$ cat src/logic/phy_mgmt_pkg.sv
package phy_mgmt_pkg;
    // ==========================================================
    // register numbers
    localparam logic [4:0] REG_CONTROL = 5'h00;
    localparam logic [4:0] REG_STATUS  = 5'h01;
    localparam logic [4:0] REG_ADVERT  = 5'h04;
    localparam logic [4:0] REG_PARTNER = 5'h05;
    localparam logic [4:0] REG_DRIVE   = 5'h1a;
    localparam logic [4:0] REG_TXCTL   = 5'h1e;
    // ==========================================================
    // bit positions
    localparam int BIT_SOFT_RESET = 15;
    localparam int BIT_SPEED100   = 13;
    localparam int BIT_AN_ENABLE  = 12;
    localparam int BIT_POWER_DOWN = 11;
    localparam int BIT_DUPLEX     = 8;
    localparam int BIT_STAT_RF    = 4;
    localparam int BIT_REMOTE_RF  = 13;
    localparam int BIT_ABIL_LO    = 5;
    localparam int BIT_HI_DRIVE   = 11;
    localparam int BIT_SLEW_LO    = 10;
    // ==========================================================
    // fixed values and reset values
    localparam logic [15:0] STATUS_FIXED = 16'h7809;
    localparam logic [4:0]  SELECTOR     = 5'h01;
    localparam logic [3:0]  ABIL_ALL     = 4'hf;
    localparam logic [3:0]  ABIL_HALF    = 4'h5;
    localparam logic [1:0]  SLEW_RESET   = 2'h0;
    localparam logic [4:0]  ADDR_S0      = 5'h00;
    localparam logic [4:0]  ADDR_S1      = 5'h01;
    localparam logic [4:0]  ADDR_S2      = 5'h1c;
    localparam logic [4:0]  ADDR_S3      = 5'h1d;
    localparam logic [1:0]  STRAP_SETTLE = 2'h2; // edges until the strap synchronisers are full
    // ==========================================================
    // frame layout
    localparam logic [1:0] OP_WRITE     = 2'h1;
    localparam logic [1:0] OP_READ      = 2'h2;
    localparam logic [5:0] PREAMBLE_LEN = 6'h20;
    localparam logic [5:0] HDR_LAST     = 6'h0b;
    localparam logic [5:0] TA_LAST      = 6'h01;
    localparam logic [5:0] DATA_LAST    = 6'h0f;
    localparam logic [5:0] DATA_DONE    = 6'h10;

    typedef enum logic [2:0] {
        ST_PRE     = 3'b000,
        ST_START   = 3'b001,
        ST_HDR     = 3'b010,
        ST_WR_TA   = 3'b011,
        ST_WR_DATA = 3'b100,
        ST_RD_TA   = 3'b101,
        ST_RD_DATA = 3'b110
    } mgmt_state_t;

    typedef struct packed {
        logic       soft_reset;
        logic       speed100;
        logic       an_enable;
        logic       power_down;
        logic       full_duplex;
    } ctl_t;
endpackage

$ cat src/logic/phy_mgmt_and_link_config.sv
// Operation
// - registers are 16-bit words, numbered 0 to 31, bits 0 to 15
// - two address straps select management address 0, 1, 28 or 29
// - with negotiation enabled, partner remote fault sets bit 5.13 and status bit 1.4
// - advertisement bit 4.13 carries the local remote fault to the partner
// - writing 1 to bit 26.11 raises the MII output drive strength
// - without forced mode, negotiate with pulse bursts, else parallel-detect
// - at 100 Mbps send MLT3 symbols continuously, idles between frames
// - at 10 Mbps Manchester data, idle line, periodic link pulses
// - MII rate follows the resolved link speed with negotiation enabled, else bit 0.13
// - transmit control field selects one of four slew rates
// - configuration straps set the defaults when management is unused
`timescale 1ns/1ns
module phy_mgmt_and_link_config (
    // clock, reset, enable
    input  wire logic       clk_i,
    input  wire logic       rst_n_i,
    input  wire logic       ce_i,
    // management pins
    input  wire logic       mdc_i,
    input  wire logic       mdio_i,
    output logic            mdio_o,
    output logic            mdio_oe_o,
    // straps
    input  wire logic [1:0] addr_strap_i,
    input  wire logic [2:0] cfg_strap_i,
    // link engine status
    input  wire logic       partner_rf_i,
    input  wire logic       resolved_valid_i,
    input  wire logic       resolved_speed100_i,
    // configuration to the line and MII logic
    output logic            mii_high_drive_o,
    output logic [1:0]      tx_slew_o,
    output logic            local_rf_o,
    output logic            full_duplex_o,
    output logic            power_down_o,
    output logic            nego_burst_en_o,
    output logic            mii_rate100_o,
    output logic            mlt3_mode_o,
    output logic            manchester_mode_o
);
    // ==========================================================
    // state
    logic [2:0] mdc_s;
    logic [1:0] mdio_s;
    logic [1:0] astrap_s1, astrap_s2;
    logic [2:0] cstrap_s1, cstrap_s2;
    phy_mgmt_pkg::mgmt_state_t state, next_state;
    logic [5:0]  cnt, next_cnt;
    logic [15:0] sh, next_sh;
    logic [15:0] rsh, next_rsh;
    logic [4:0]  regad, next_regad;
    logic        drv, next_drv, drv_oe, next_drv_oe;
    logic        strap_done, next_strap_done;
    logic [1:0]  strap_wait, next_strap_wait;
    logic [4:0]  phy_addr, next_phy_addr;
    logic [2:0]  strap_cfg, next_strap_cfg;
    phy_mgmt_pkg::ctl_t ctl, next_ctl;
    logic [3:0]  abil, next_abil;
    logic        adv_rf, next_adv_rf, st_rf, next_st_rf, lp_rf, next_lp_rf;
    logic        hi_drive, next_hi_drive;
    logic [1:0]  slew, next_slew;
    logic        rise, bitv, commit;
    logic [11:0] hdr;
    logic [15:0] wdata;
    logic        speed_eff, link_up;

    // defaults derived from the configuration straps
    function automatic phy_mgmt_pkg::ctl_t strap_ctl(input logic [2:0] c);
        phy_mgmt_pkg::ctl_t r;
        r.soft_reset  = 1'b0;
        r.power_down  = 1'b0;
        r.an_enable   = c[0];
        r.speed100    = c[0] | c[1];
        r.full_duplex = c[0] | c[2];
        return r;
    endfunction

    // read multiplexer, unmapped registers read zero
    function automatic logic [15:0] rd_word(input logic [4:0] ra);
        logic [15:0] w;
        w = 16'h0000;
        unique case (ra)
            phy_mgmt_pkg::REG_CONTROL: begin
                w[phy_mgmt_pkg::BIT_SOFT_RESET] = ctl.soft_reset;
                w[phy_mgmt_pkg::BIT_SPEED100]   = ctl.speed100;
                w[phy_mgmt_pkg::BIT_AN_ENABLE]  = ctl.an_enable;
                w[phy_mgmt_pkg::BIT_POWER_DOWN] = ctl.power_down;
                w[phy_mgmt_pkg::BIT_DUPLEX]     = ctl.full_duplex;
            end
            phy_mgmt_pkg::REG_STATUS: begin
                w = phy_mgmt_pkg::STATUS_FIXED;
                w[phy_mgmt_pkg::BIT_STAT_RF] = st_rf;
            end
            phy_mgmt_pkg::REG_ADVERT: begin
                w[4:0] = phy_mgmt_pkg::SELECTOR;
                w[phy_mgmt_pkg::BIT_ABIL_LO +: 4] = abil;
                w[phy_mgmt_pkg::BIT_REMOTE_RF]    = adv_rf;
            end
            phy_mgmt_pkg::REG_PARTNER: w[phy_mgmt_pkg::BIT_REMOTE_RF] = lp_rf;
            phy_mgmt_pkg::REG_DRIVE:   w[phy_mgmt_pkg::BIT_HI_DRIVE] = hi_drive;
            phy_mgmt_pkg::REG_TXCTL:   w[phy_mgmt_pkg::BIT_SLEW_LO +: 2] = slew;
            default:                   w = 16'h0000;
        endcase
        return w;
    endfunction

    // ==========================================================
    // frame engine and register file next values
    always_comb begin
        rise  = mdc_s[1] & ~mdc_s[2];
        bitv  = mdio_s[1];
        hdr   = {sh[10:0], bitv};
        wdata = {sh[14:0], bitv};
        commit = 1'b0;
        next_state = state;
        next_cnt = cnt;
        next_sh = sh;
        next_rsh = rsh;
        next_regad = regad;
        next_drv = drv;
        next_drv_oe = drv_oe;
        next_strap_wait = strap_wait;
        next_strap_done = strap_done;
        next_phy_addr = phy_addr;
        next_strap_cfg = strap_cfg;
        next_ctl = ctl;
        next_abil = abil;
        next_adv_rf = adv_rf;
        next_st_rf = st_rf;
        next_lp_rf = lp_rf;
        next_hi_drive = hi_drive;
        next_slew = slew;
        // straps are caught once the synchronisers hold the pin levels, not their reset zeros
        if (!strap_done) begin
            next_strap_wait = strap_wait + 2'h1;
            if (strap_wait == phy_mgmt_pkg::STRAP_SETTLE) begin
                next_strap_wait = strap_wait;
                next_strap_done = 1'b1;
                unique case (astrap_s2)
                    2'h0:    next_phy_addr = phy_mgmt_pkg::ADDR_S0;
                    2'h1:    next_phy_addr = phy_mgmt_pkg::ADDR_S1;
                    2'h2:    next_phy_addr = phy_mgmt_pkg::ADDR_S2;
                    default: next_phy_addr = phy_mgmt_pkg::ADDR_S3;
                endcase
                next_strap_cfg = cstrap_s2;
                next_ctl = strap_ctl(cstrap_s2);
                next_abil = cstrap_s2[2] ? phy_mgmt_pkg::ABIL_ALL : phy_mgmt_pkg::ABIL_HALF;
            end
        end else if (ctl.soft_reset) begin
            next_ctl = strap_ctl(strap_cfg);
            next_abil = strap_cfg[2] ? phy_mgmt_pkg::ABIL_ALL : phy_mgmt_pkg::ABIL_HALF;
            next_adv_rf = 1'b0;
            next_hi_drive = 1'b0;
            next_slew = phy_mgmt_pkg::SLEW_RESET;
        end
        if (rise && strap_done) begin
            unique case (state)
                phy_mgmt_pkg::ST_PRE: begin
                    if (bitv) begin
                        if (cnt != phy_mgmt_pkg::PREAMBLE_LEN) next_cnt = cnt + 6'h01;
                    end else if (cnt == phy_mgmt_pkg::PREAMBLE_LEN) begin
                        next_state = phy_mgmt_pkg::ST_START;
                    end else begin
                        next_cnt = 6'h00;
                    end
                end
                phy_mgmt_pkg::ST_START: begin
                    next_cnt = 6'h00;
                    next_state = bitv ? phy_mgmt_pkg::ST_HDR : phy_mgmt_pkg::ST_PRE;
                end
                phy_mgmt_pkg::ST_HDR: begin
                    next_sh = wdata;
                    next_cnt = cnt + 6'h01;
                    if (cnt == phy_mgmt_pkg::HDR_LAST) begin
                        next_cnt = 6'h00;
                        next_regad = hdr[4:0];
                        next_state = phy_mgmt_pkg::ST_PRE;
                        if (hdr[9:5] == phy_addr && hdr[11:10] == phy_mgmt_pkg::OP_READ) begin
                            next_state = phy_mgmt_pkg::ST_RD_TA;
                            next_rsh = rd_word(hdr[4:0]);
                            // latched fault bits clear on read
                            if (hdr[4:0] == phy_mgmt_pkg::REG_STATUS) next_st_rf = 1'b0;
                            if (hdr[4:0] == phy_mgmt_pkg::REG_PARTNER) next_lp_rf = 1'b0;
                        end
                        if (hdr[9:5] == phy_addr && hdr[11:10] == phy_mgmt_pkg::OP_WRITE)
                            next_state = phy_mgmt_pkg::ST_WR_TA;
                    end
                end
                phy_mgmt_pkg::ST_WR_TA: begin
                    next_cnt = cnt + 6'h01;
                    if (cnt == phy_mgmt_pkg::TA_LAST) begin
                        next_cnt = 6'h00;
                        next_state = phy_mgmt_pkg::ST_WR_DATA;
                    end
                end
                phy_mgmt_pkg::ST_WR_DATA: begin
                    next_sh = wdata;
                    next_cnt = cnt + 6'h01;
                    if (cnt == phy_mgmt_pkg::DATA_LAST) begin
                        commit = 1'b1;
                        next_cnt = 6'h00;
                        next_state = phy_mgmt_pkg::ST_PRE;
                    end
                end
                phy_mgmt_pkg::ST_RD_TA: begin
                    next_drv_oe = 1'b1; // second turnaround bit driven low
                    next_drv = 1'b0;
                    next_cnt = 6'h00;
                    next_state = phy_mgmt_pkg::ST_RD_DATA;
                end
                phy_mgmt_pkg::ST_RD_DATA: begin
                    next_cnt = cnt + 6'h01;
                    if (cnt == phy_mgmt_pkg::DATA_DONE) begin
                        next_drv_oe = 1'b0;
                        next_cnt = 6'h00;
                        next_state = phy_mgmt_pkg::ST_PRE;
                    end else begin
                        next_drv = rsh[15];
                        next_rsh = {rsh[14:0], 1'b0};
                    end
                end
                default: begin
                    next_drv_oe = 1'b0;
                    next_cnt = 6'h00;
                    next_state = phy_mgmt_pkg::ST_PRE;
                end
            endcase
        end
        // register writes
        if (commit) begin
            unique case (regad)
                phy_mgmt_pkg::REG_CONTROL: begin
                    next_ctl.soft_reset  = wdata[phy_mgmt_pkg::BIT_SOFT_RESET];
                    next_ctl.speed100    = wdata[phy_mgmt_pkg::BIT_SPEED100];
                    next_ctl.an_enable   = wdata[phy_mgmt_pkg::BIT_AN_ENABLE];
                    next_ctl.power_down  = wdata[phy_mgmt_pkg::BIT_POWER_DOWN];
                    next_ctl.full_duplex = wdata[phy_mgmt_pkg::BIT_DUPLEX];
                end
                phy_mgmt_pkg::REG_ADVERT: begin
                    next_adv_rf = wdata[phy_mgmt_pkg::BIT_REMOTE_RF];
                    next_abil = wdata[phy_mgmt_pkg::BIT_ABIL_LO +: 4];
                end
                phy_mgmt_pkg::REG_DRIVE: next_hi_drive = wdata[phy_mgmt_pkg::BIT_HI_DRIVE];
                phy_mgmt_pkg::REG_TXCTL: next_slew = wdata[phy_mgmt_pkg::BIT_SLEW_LO +: 2];
                default: ;
            endcase
        end
        // partner fault event wins over a clear by read
        if (partner_rf_i && ctl.an_enable) begin
            next_st_rf = 1'b1;
            next_lp_rf = 1'b1;
        end
        // resolved operating conditions
        speed_eff = ctl.an_enable ? resolved_speed100_i : ctl.speed100;
        link_up = ~ctl.an_enable | resolved_valid_i;
    end

    // ==========================================================
    // registers
    always_ff @(posedge clk_i or negedge rst_n_i) begin
        if (!rst_n_i) begin
            mdc_s <= 3'h0;
            mdio_s <= 2'h0;
            astrap_s1 <= 2'h0;
            astrap_s2 <= 2'h0;
            cstrap_s1 <= 3'h0;
            cstrap_s2 <= 3'h0;
            state <= phy_mgmt_pkg::ST_PRE;
            cnt <= 6'h00;
            sh <= 16'h0000;
            rsh <= 16'h0000;
            regad <= 5'h00;
            drv <= 1'b0;
            drv_oe <= 1'b0;
            strap_done <= 1'b0;
            strap_wait <= 2'h0;
            phy_addr <= 5'h00;
            strap_cfg <= 3'h0;
            ctl <= '0;
            abil <= 4'h0;
            adv_rf <= 1'b0;
            st_rf <= 1'b0;
            lp_rf <= 1'b0;
            hi_drive <= 1'b0;
            slew <= phy_mgmt_pkg::SLEW_RESET;
            mdio_o <= 1'b0;
            mdio_oe_o <= 1'b0;
            mii_high_drive_o <= 1'b0;
            tx_slew_o <= 2'h0;
            local_rf_o <= 1'b0;
            full_duplex_o <= 1'b0;
            power_down_o <= 1'b0;
            nego_burst_en_o <= 1'b0;
            mii_rate100_o <= 1'b0;
            mlt3_mode_o <= 1'b0;
            manchester_mode_o <= 1'b0;
        end else if (ce_i) begin
            mdc_s <= {mdc_s[1:0], mdc_i};
            mdio_s <= {mdio_s[0], mdio_i};
            astrap_s1 <= addr_strap_i;
            astrap_s2 <= astrap_s1;
            cstrap_s1 <= cfg_strap_i;
            cstrap_s2 <= cstrap_s1;
            state <= next_state;
            cnt <= next_cnt;
            sh <= next_sh;
            rsh <= next_rsh;
            regad <= next_regad;
            drv <= next_drv;
            drv_oe <= next_drv_oe;
            strap_done <= next_strap_done;
            strap_wait <= next_strap_wait;
            phy_addr <= next_phy_addr;
            strap_cfg <= next_strap_cfg;
            ctl <= next_ctl;
            abil <= next_abil;
            adv_rf <= next_adv_rf;
            st_rf <= next_st_rf;
            lp_rf <= next_lp_rf;
            hi_drive <= next_hi_drive;
            slew <= next_slew;
            mdio_o <= next_drv;
            mdio_oe_o <= next_drv_oe;
            mii_high_drive_o <= hi_drive;
            tx_slew_o <= slew;
            local_rf_o <= adv_rf;
            full_duplex_o <= ctl.full_duplex;
            power_down_o <= ctl.power_down;
            nego_burst_en_o <= ctl.an_enable & ~resolved_valid_i & ~ctl.power_down;
            mii_rate100_o <= speed_eff;
            mlt3_mode_o <= link_up & speed_eff & ~ctl.power_down;
            manchester_mode_o <= link_up & ~speed_eff & ~ctl.power_down;
        end
    end
endmodule

$ cat config.mk
export PLATFORM = sky130hd
export DESIGN_NAME = phy_mgmt_and_link_config
export DESIGN_NICKNAME = d
export VERILOG_FILES = /design/src/logic/phy_mgmt_pkg.sv /design/src/logic/phy_mgmt_and_link_config.sv
export SDC_FILE = /design/constraint.sdc
export NUM_CORES = 1
export LEC_CHECK = 0
export BUFFER_PORTS_ARGS = -buffer_cell sky130_fd_sc_hd__buf_2
export CAP_MARGIN = 20
export CORE_MARGIN = 3
export CORE_UTILIZATION = 55
export CTS_CLUSTER_DIAMETER = 150
export DETAILED_ROUTE_END_ITERATION = 12
export PLACE_DENSITY = 0.73
export SETUP_SLACK_MARGIN = 0.4
export SLEW_MARGIN = 20
export SYNTH_ARGS = -nofsm -noshare
export SYNTH_HDL_FRONTEND = slang
export SYNTH_SLANG_ARGS = --single-unit
$ cat constraint.sdc
create_clock -name clk_i -period 2.5 [get_ports clk_i]
set_input_delay 0.75 -clock clk_i [delete_from_list [all_inputs] [get_ports clk_i]]
set_output_delay 0.75 -clock clk_i [all_outputs]
set_load 0.05 [all_outputs]
# [Yosys cells after proc, flatten, opt, wreduce, memory -nomap -nowiden]
# Index checks and enable logic that the tools add are counted.
[word_totals] regBits=98 word_cells=201
[classes] n_addsub=2 eq_ne=36 muxes=77 n_bitwise=20 reduce_logical=29
[op_table] cell="16-bit two-way mux" n=3
[op_table] cell="6-bit two-way mux" n=7
[op_table] cell="4-bit two-way mux" n=8
[op_table] cell="16-bit case mux with 2 select lines" n=1
[op_table] cell="1-bit two-way mux" n=31
[op_table] cell="6-bit case mux with 5 select lines" n=1
[op_table] cell="3-bit two-way mux" n=8
[op_table] cell="3-bit case mux with 7 select lines" n=1
[op_table] cell="5-bit equality test, second input constant" n=4
[op_table] cell="5-bit two-way mux" n=4
[op_table] cell="6-bit AND reduction" n=3
[op_table] cell="2-bit inequality test, second input constant" n=8
[op_table] cell="8-bit case mux with 2 select lines" n=1
[op_table] cell="4-bit AND reduction" n=4
[op_table] cell="2-bit nonzero test" n=8
[op_table] cell="5-bit by 3-bit equality test with 1-bit output, second input constant" n=3
[op_table] cell="5-bit case mux with 3 select lines" n=1
[op_table] cell="6-bit by 4-bit equality test with 1-bit output, second input constant" n=2
[op_table] cell="5-bit zero test" n=2
[op_table] cell="2-bit two-way mux" n=5
[op_table] cell="3-bit equality test, second input constant" n=3
[op_table] cell="3-bit AND reduction" n=3
[op_table] cell="1-bit inverter" n=8
[op_table] cell="1-bit case mux with 4 select lines" n=2
[op_table] cell="23 further kinds" n=43

# [Depth between registers and ports, before layout]
[depth] depth_word=7 depth_mapped=8 ltp_nobuf=7

# [Worst setup path after synthesis]
# No wires, ideal clock.
[synth_timing] path_type="input-to-reg" startpoint="in ce_i" endpoint="reg cnt[5]" setup_ps=95 arrival_time_ps=2056 required_time_ps=2405 slack_ps=348 path_stages=6 n_path_buf=1 cell_sequence="buf_2 > nand2_1 > nor3b_1 > o41ai_2 > or2_1 > o31ai_1"
[synth_between] elab_chain_len=1
[synth_rtl] item="start: declaration" line_no="phy_mgmt_and_link_config.sv:18" source="input wire logic ce_i,"
[synth_rtl] item="4-bit AND reduction (no line)"
[synth_rtl] item="end signal: assignment" line_no="phy_mgmt_and_link_config.sv:306" source="cnt <= next_cnt;"
[synth_rtl] item="end: declaration" line_no="phy_mgmt_and_link_config.sv:49" source="logic [5:0] cnt, next_cnt;"
# No other way between the ends.
# A chain may end at the register's enable or synchronous reset.

# [Worst setup path after layout]
[layout_timing] startpoint="reg sh[6]" endpoint="reg rsh[4]"
[layout_between] elab_chain_len=4
[layout_rtl] item="start: declaration" line_no="phy_mgmt_and_link_config.sv:50" source="logic [15:0] sh, next_sh;"
[layout_rtl] item="start signal: assignment" line_no="phy_mgmt_and_link_config.sv:307" source="sh <= next_sh;"
[layout_rtl] item="5-bit equality test" line_no="phy_mgmt_and_link_config.sv:179" source="if (hdr[9:5] == phy_addr && hdr[11:10] == phy_mgmt_pkg::OP_READ) begin"
[layout_rtl] item="1-bit logical AND" line_no="phy_mgmt_and_link_config.sv:179"
[layout_rtl] item="2-bit inequality test (no line)"
[layout_rtl] item="6-bit AND reduction (no line)"
[layout_rtl] item="end signal: assignment" line_no="phy_mgmt_and_link_config.sv:308" source="rsh <= next_rsh;"
[layout_rtl] item="end: declaration" line_no="phy_mgmt_and_link_config.sv:51" source="logic [15:0] rsh, next_rsh;"
# No other way between the ends.

==> results.cfg <==
[critical_path]
required_ps = 2740
rrSetupSlack_ps = 410
worstPathMaxFanout = 8
r2r_cells = 6
regToRegEndpoint = rsh[4]$_DFFE_PN0P_
crit_type = flip-flop to flip-flop
critPathArrivalTime_ps = 2330
r2r-start = sh[6]$_DFFE_PN0P_
start_kind = flip-flop
cp-end-kind = flip-flop

[layout]
finish.utilization_pct = 69.3
nets = 485
final_cell_area_mm2 = 0.00546
area_growth_pct = 19.2
n_antenna_cell = 0
drive_above_1_share_pct = 32.3
fillerInstances = 564

[placement]
dp_hpwl_um = 6580
port_buffers = 24
routabilityCongestion = 0.849
place_area_mm2 = 0.00485

[global_routing]
antenna_found_initial = 0
track_usage_pct = 21.6
gr-total-overflow = 0
first_global_vias = 3375
grt_pass1_wl_um = 16600
grt_max_degree = 42

[flow_run]
max-cap-violations = 0

[synthesis]
ys_seq_area_share_pct = 51.9
ys_ff_latch = 95
synth_area_mm2 = 0.00458
ys_types = 59
synthTopCellsByCount = 95 x dfrtp_1, 49 x mux2_2, 46 x nand2_1
synth_fp_nets = 436
synthArstFlopShare_pct = 100
postSynthAreaPerCell_um2 = 10.9
synth_flop_cell = dfrtp_1
yosys_warnings = 0
synth_top_area_share_pct = 51.9
synth_edf_count = 0
syn_inst = 419
yosys-top-cells-area = dfrtp_1 52%, mux2_2 12%, o21ai_0 4.4%
yosysMostFrequentCell = dfrtp_1
synth.largest_area_cell = dfrtp_1

[sta]
max_slew.worst_pin.slew_ps = 629
tns_ps = 0
final_hold_viol_count = 0
post-route-period-util_pct = 83.7
slew_headroom_pct = 57.8
skew_ps = 17.8
rsz0062_at_grt = true
slew_violations = 0
period_needed_ps = 2090
setup_viol = 0
fmaxAchievable_ghz = 0.478

[routing]
drt-total-wl_um = 10200
postRouteAntennaNets = 0
vias = 3381
drtPass1Iterations = 4
wl_per_cell_um = 17.7
drtIter0Drc = 135
drc = 0
vias_per_cell = 5.88

[die]
die_w_um = 97.3
rows = 32
die-area_mm2 = 0.00947
die_h_um = 97.3
ios = 25
core_area_mm2 = 0.00789
initial_core_util_pct = 58.1

[cts]
cts-root-buf = clkbuf_8
cts_tree = yes
clk_transition_reported_paths_ps = 90
ctsHoldBuffers = 0
insertion_delay_ps = 360
cts_sinks = 95
htreeDepth = 3
cts_buffers = 9
clock_path_buffers = 2

[power]
p_sw_mw = 1.54
p_int_mw = 3.03
swShare_pct = 33.8
vdd_drop_max_uv = 603
clockPowerShare_pct = 25.9
combPwrFrac_pct = 28.5
p_leak_nw = 2.52
p_per_area_mw_per_mm2 = 837
p_seq_share_pct = 45.6

[min_path]
min_path_type = input port to async pin

[run_status]
status = finished, final reports clean
==> how the worst max path moves through the flow <==
| stage | startpoint | endpoint | slack (ps) | cells past startpoint |
|---|---|---|---|---|
| finish | sh[6]$_DFFE_PN0P_ | rsh[4]$_DFFE_PN0P_ | 410 | 6 |
| global route | sh[6]$_DFFE_PN0P_ | rsh[4]$_DFFE_PN0P_ | 350 | 6 |
| CTS | phy_addr[3]$_DFFE_PN0P_ | rsh[12]$_DFFE_PN0P_ | 400 | 5 |
| detailed placement | ce_i | rsh[0]$_DFFE_PN0P_ | 110 | 6 |
| global placement | ce_i | rsh[2]$_DFFE_PN0P_ | 120 | 6 |
| floorplan | sh[6]$_DFFE_PN0P_ | rsh[10]$_DFFE_PN0P_ | 390 | 6 |
==> cell usage in the layout (no fill, tap or decap), drive strengths merged, types with 5 or more instances in the layout <==
master / n
dfrtp: 95
mux2: 59
buf: 56
nand2: 47
o21ai: 43
inv: 21
nor2: 17
nand3: 13
clkbuf: 11
a21oi: 9
nand4: 8
a31oi: 6
nor2b: 5
o31ai: 5
nor3: 5
==> routing by layer <==
metal / share of wire [%] / global-route usage (%)
met3: 3.7 / 3.80
met2: 50 / 35.7
met5: 0 / 0
met4: 1.1 / 7.77
met1: 45 / 28.7
==> power by group through the flow <==
| stage | combinational [mW] | sequential (mW) | clock [mW] |
|---|---|---|---|
| after floorplan | 0.752 | 2.13 | 0 |
| after global placement | 1.08 | 2.09 | 0 |
| after detailed placement | 1.11 | 2.11 | 0 |
| after CTS | 1.21 | 2.07 | 1.20 |
| after global routing | 1.44 | 2.12 | 1.26 |
| final | 1.30 | 2.09 | 1.18 |
==> area by class of cell <==
class	instances	area, um^2	area share (%)
clock buffers	11	151	2.77
clock inverters	5	88.8	1.63
inverters	20	75.1	1.37
multi-input cells	286	2220	40.6
flip-flops and latches	95	2380	43.6
well taps	102	128	2.34
repair buffers	56	420	7.69
==> worst max-delay path, stage by stage, from the launching register on <==
cell      delay, ps
dfrtp_1         390
or4_4           550
a211oi_4        280
nand4_4         190
o21ai_4         120
buf_12          150
mux2_4          300
==> kinds of logic (layout without fill, tap and decap cells) <==
family	count (synthesis)	in the layout	share of synthesized area, %
AND/OR/NAND/NOR	129	129	15.2
flip-flops	95	95	51.9
AO/OA/AOI/OAI	86	87	12.3
multiplexers	63	63	15.4
buffers and inverters	39	92	3.60
adder cells (fa/ha/maj)	4	4	1.09
XOR/XNOR	3	3	0.573
==> state kept, by name (all words and copies together) (netlist names), 2 cells and up <==
register    count
rsh            16
sh             15
cnt             6
ctl             5
regad           5
abil            4
cstrap_s1       3
cstrap_s2       3
mdc_s           3
state           3
strap_cfg       3
astrap_s1       2
astrap_s2       2
mdio_s          2
phy_addr        2
slew            2
strap_wait      2
tx_slew_o       2
==> through the flow <==
stage,total power [mW],worst slack (ps),cells,hold slack [ps]
after CTS,4.48,396,566,272
after floorplan,2.88,386,419,446
final,4.57,407,575,275
after global placement,3.17,120,537,458
after detailed placement,3.22,114,537,463
after global routing,4.82,349,575,280
==> what timing repair did <==
item,CTS,global route
pin swaps,3,9
cloned,1,1
buffers inserted,12,8
setup endpoints to repair,33,34
resized for setup,17,21
Power figures use the tool's default switching activity.
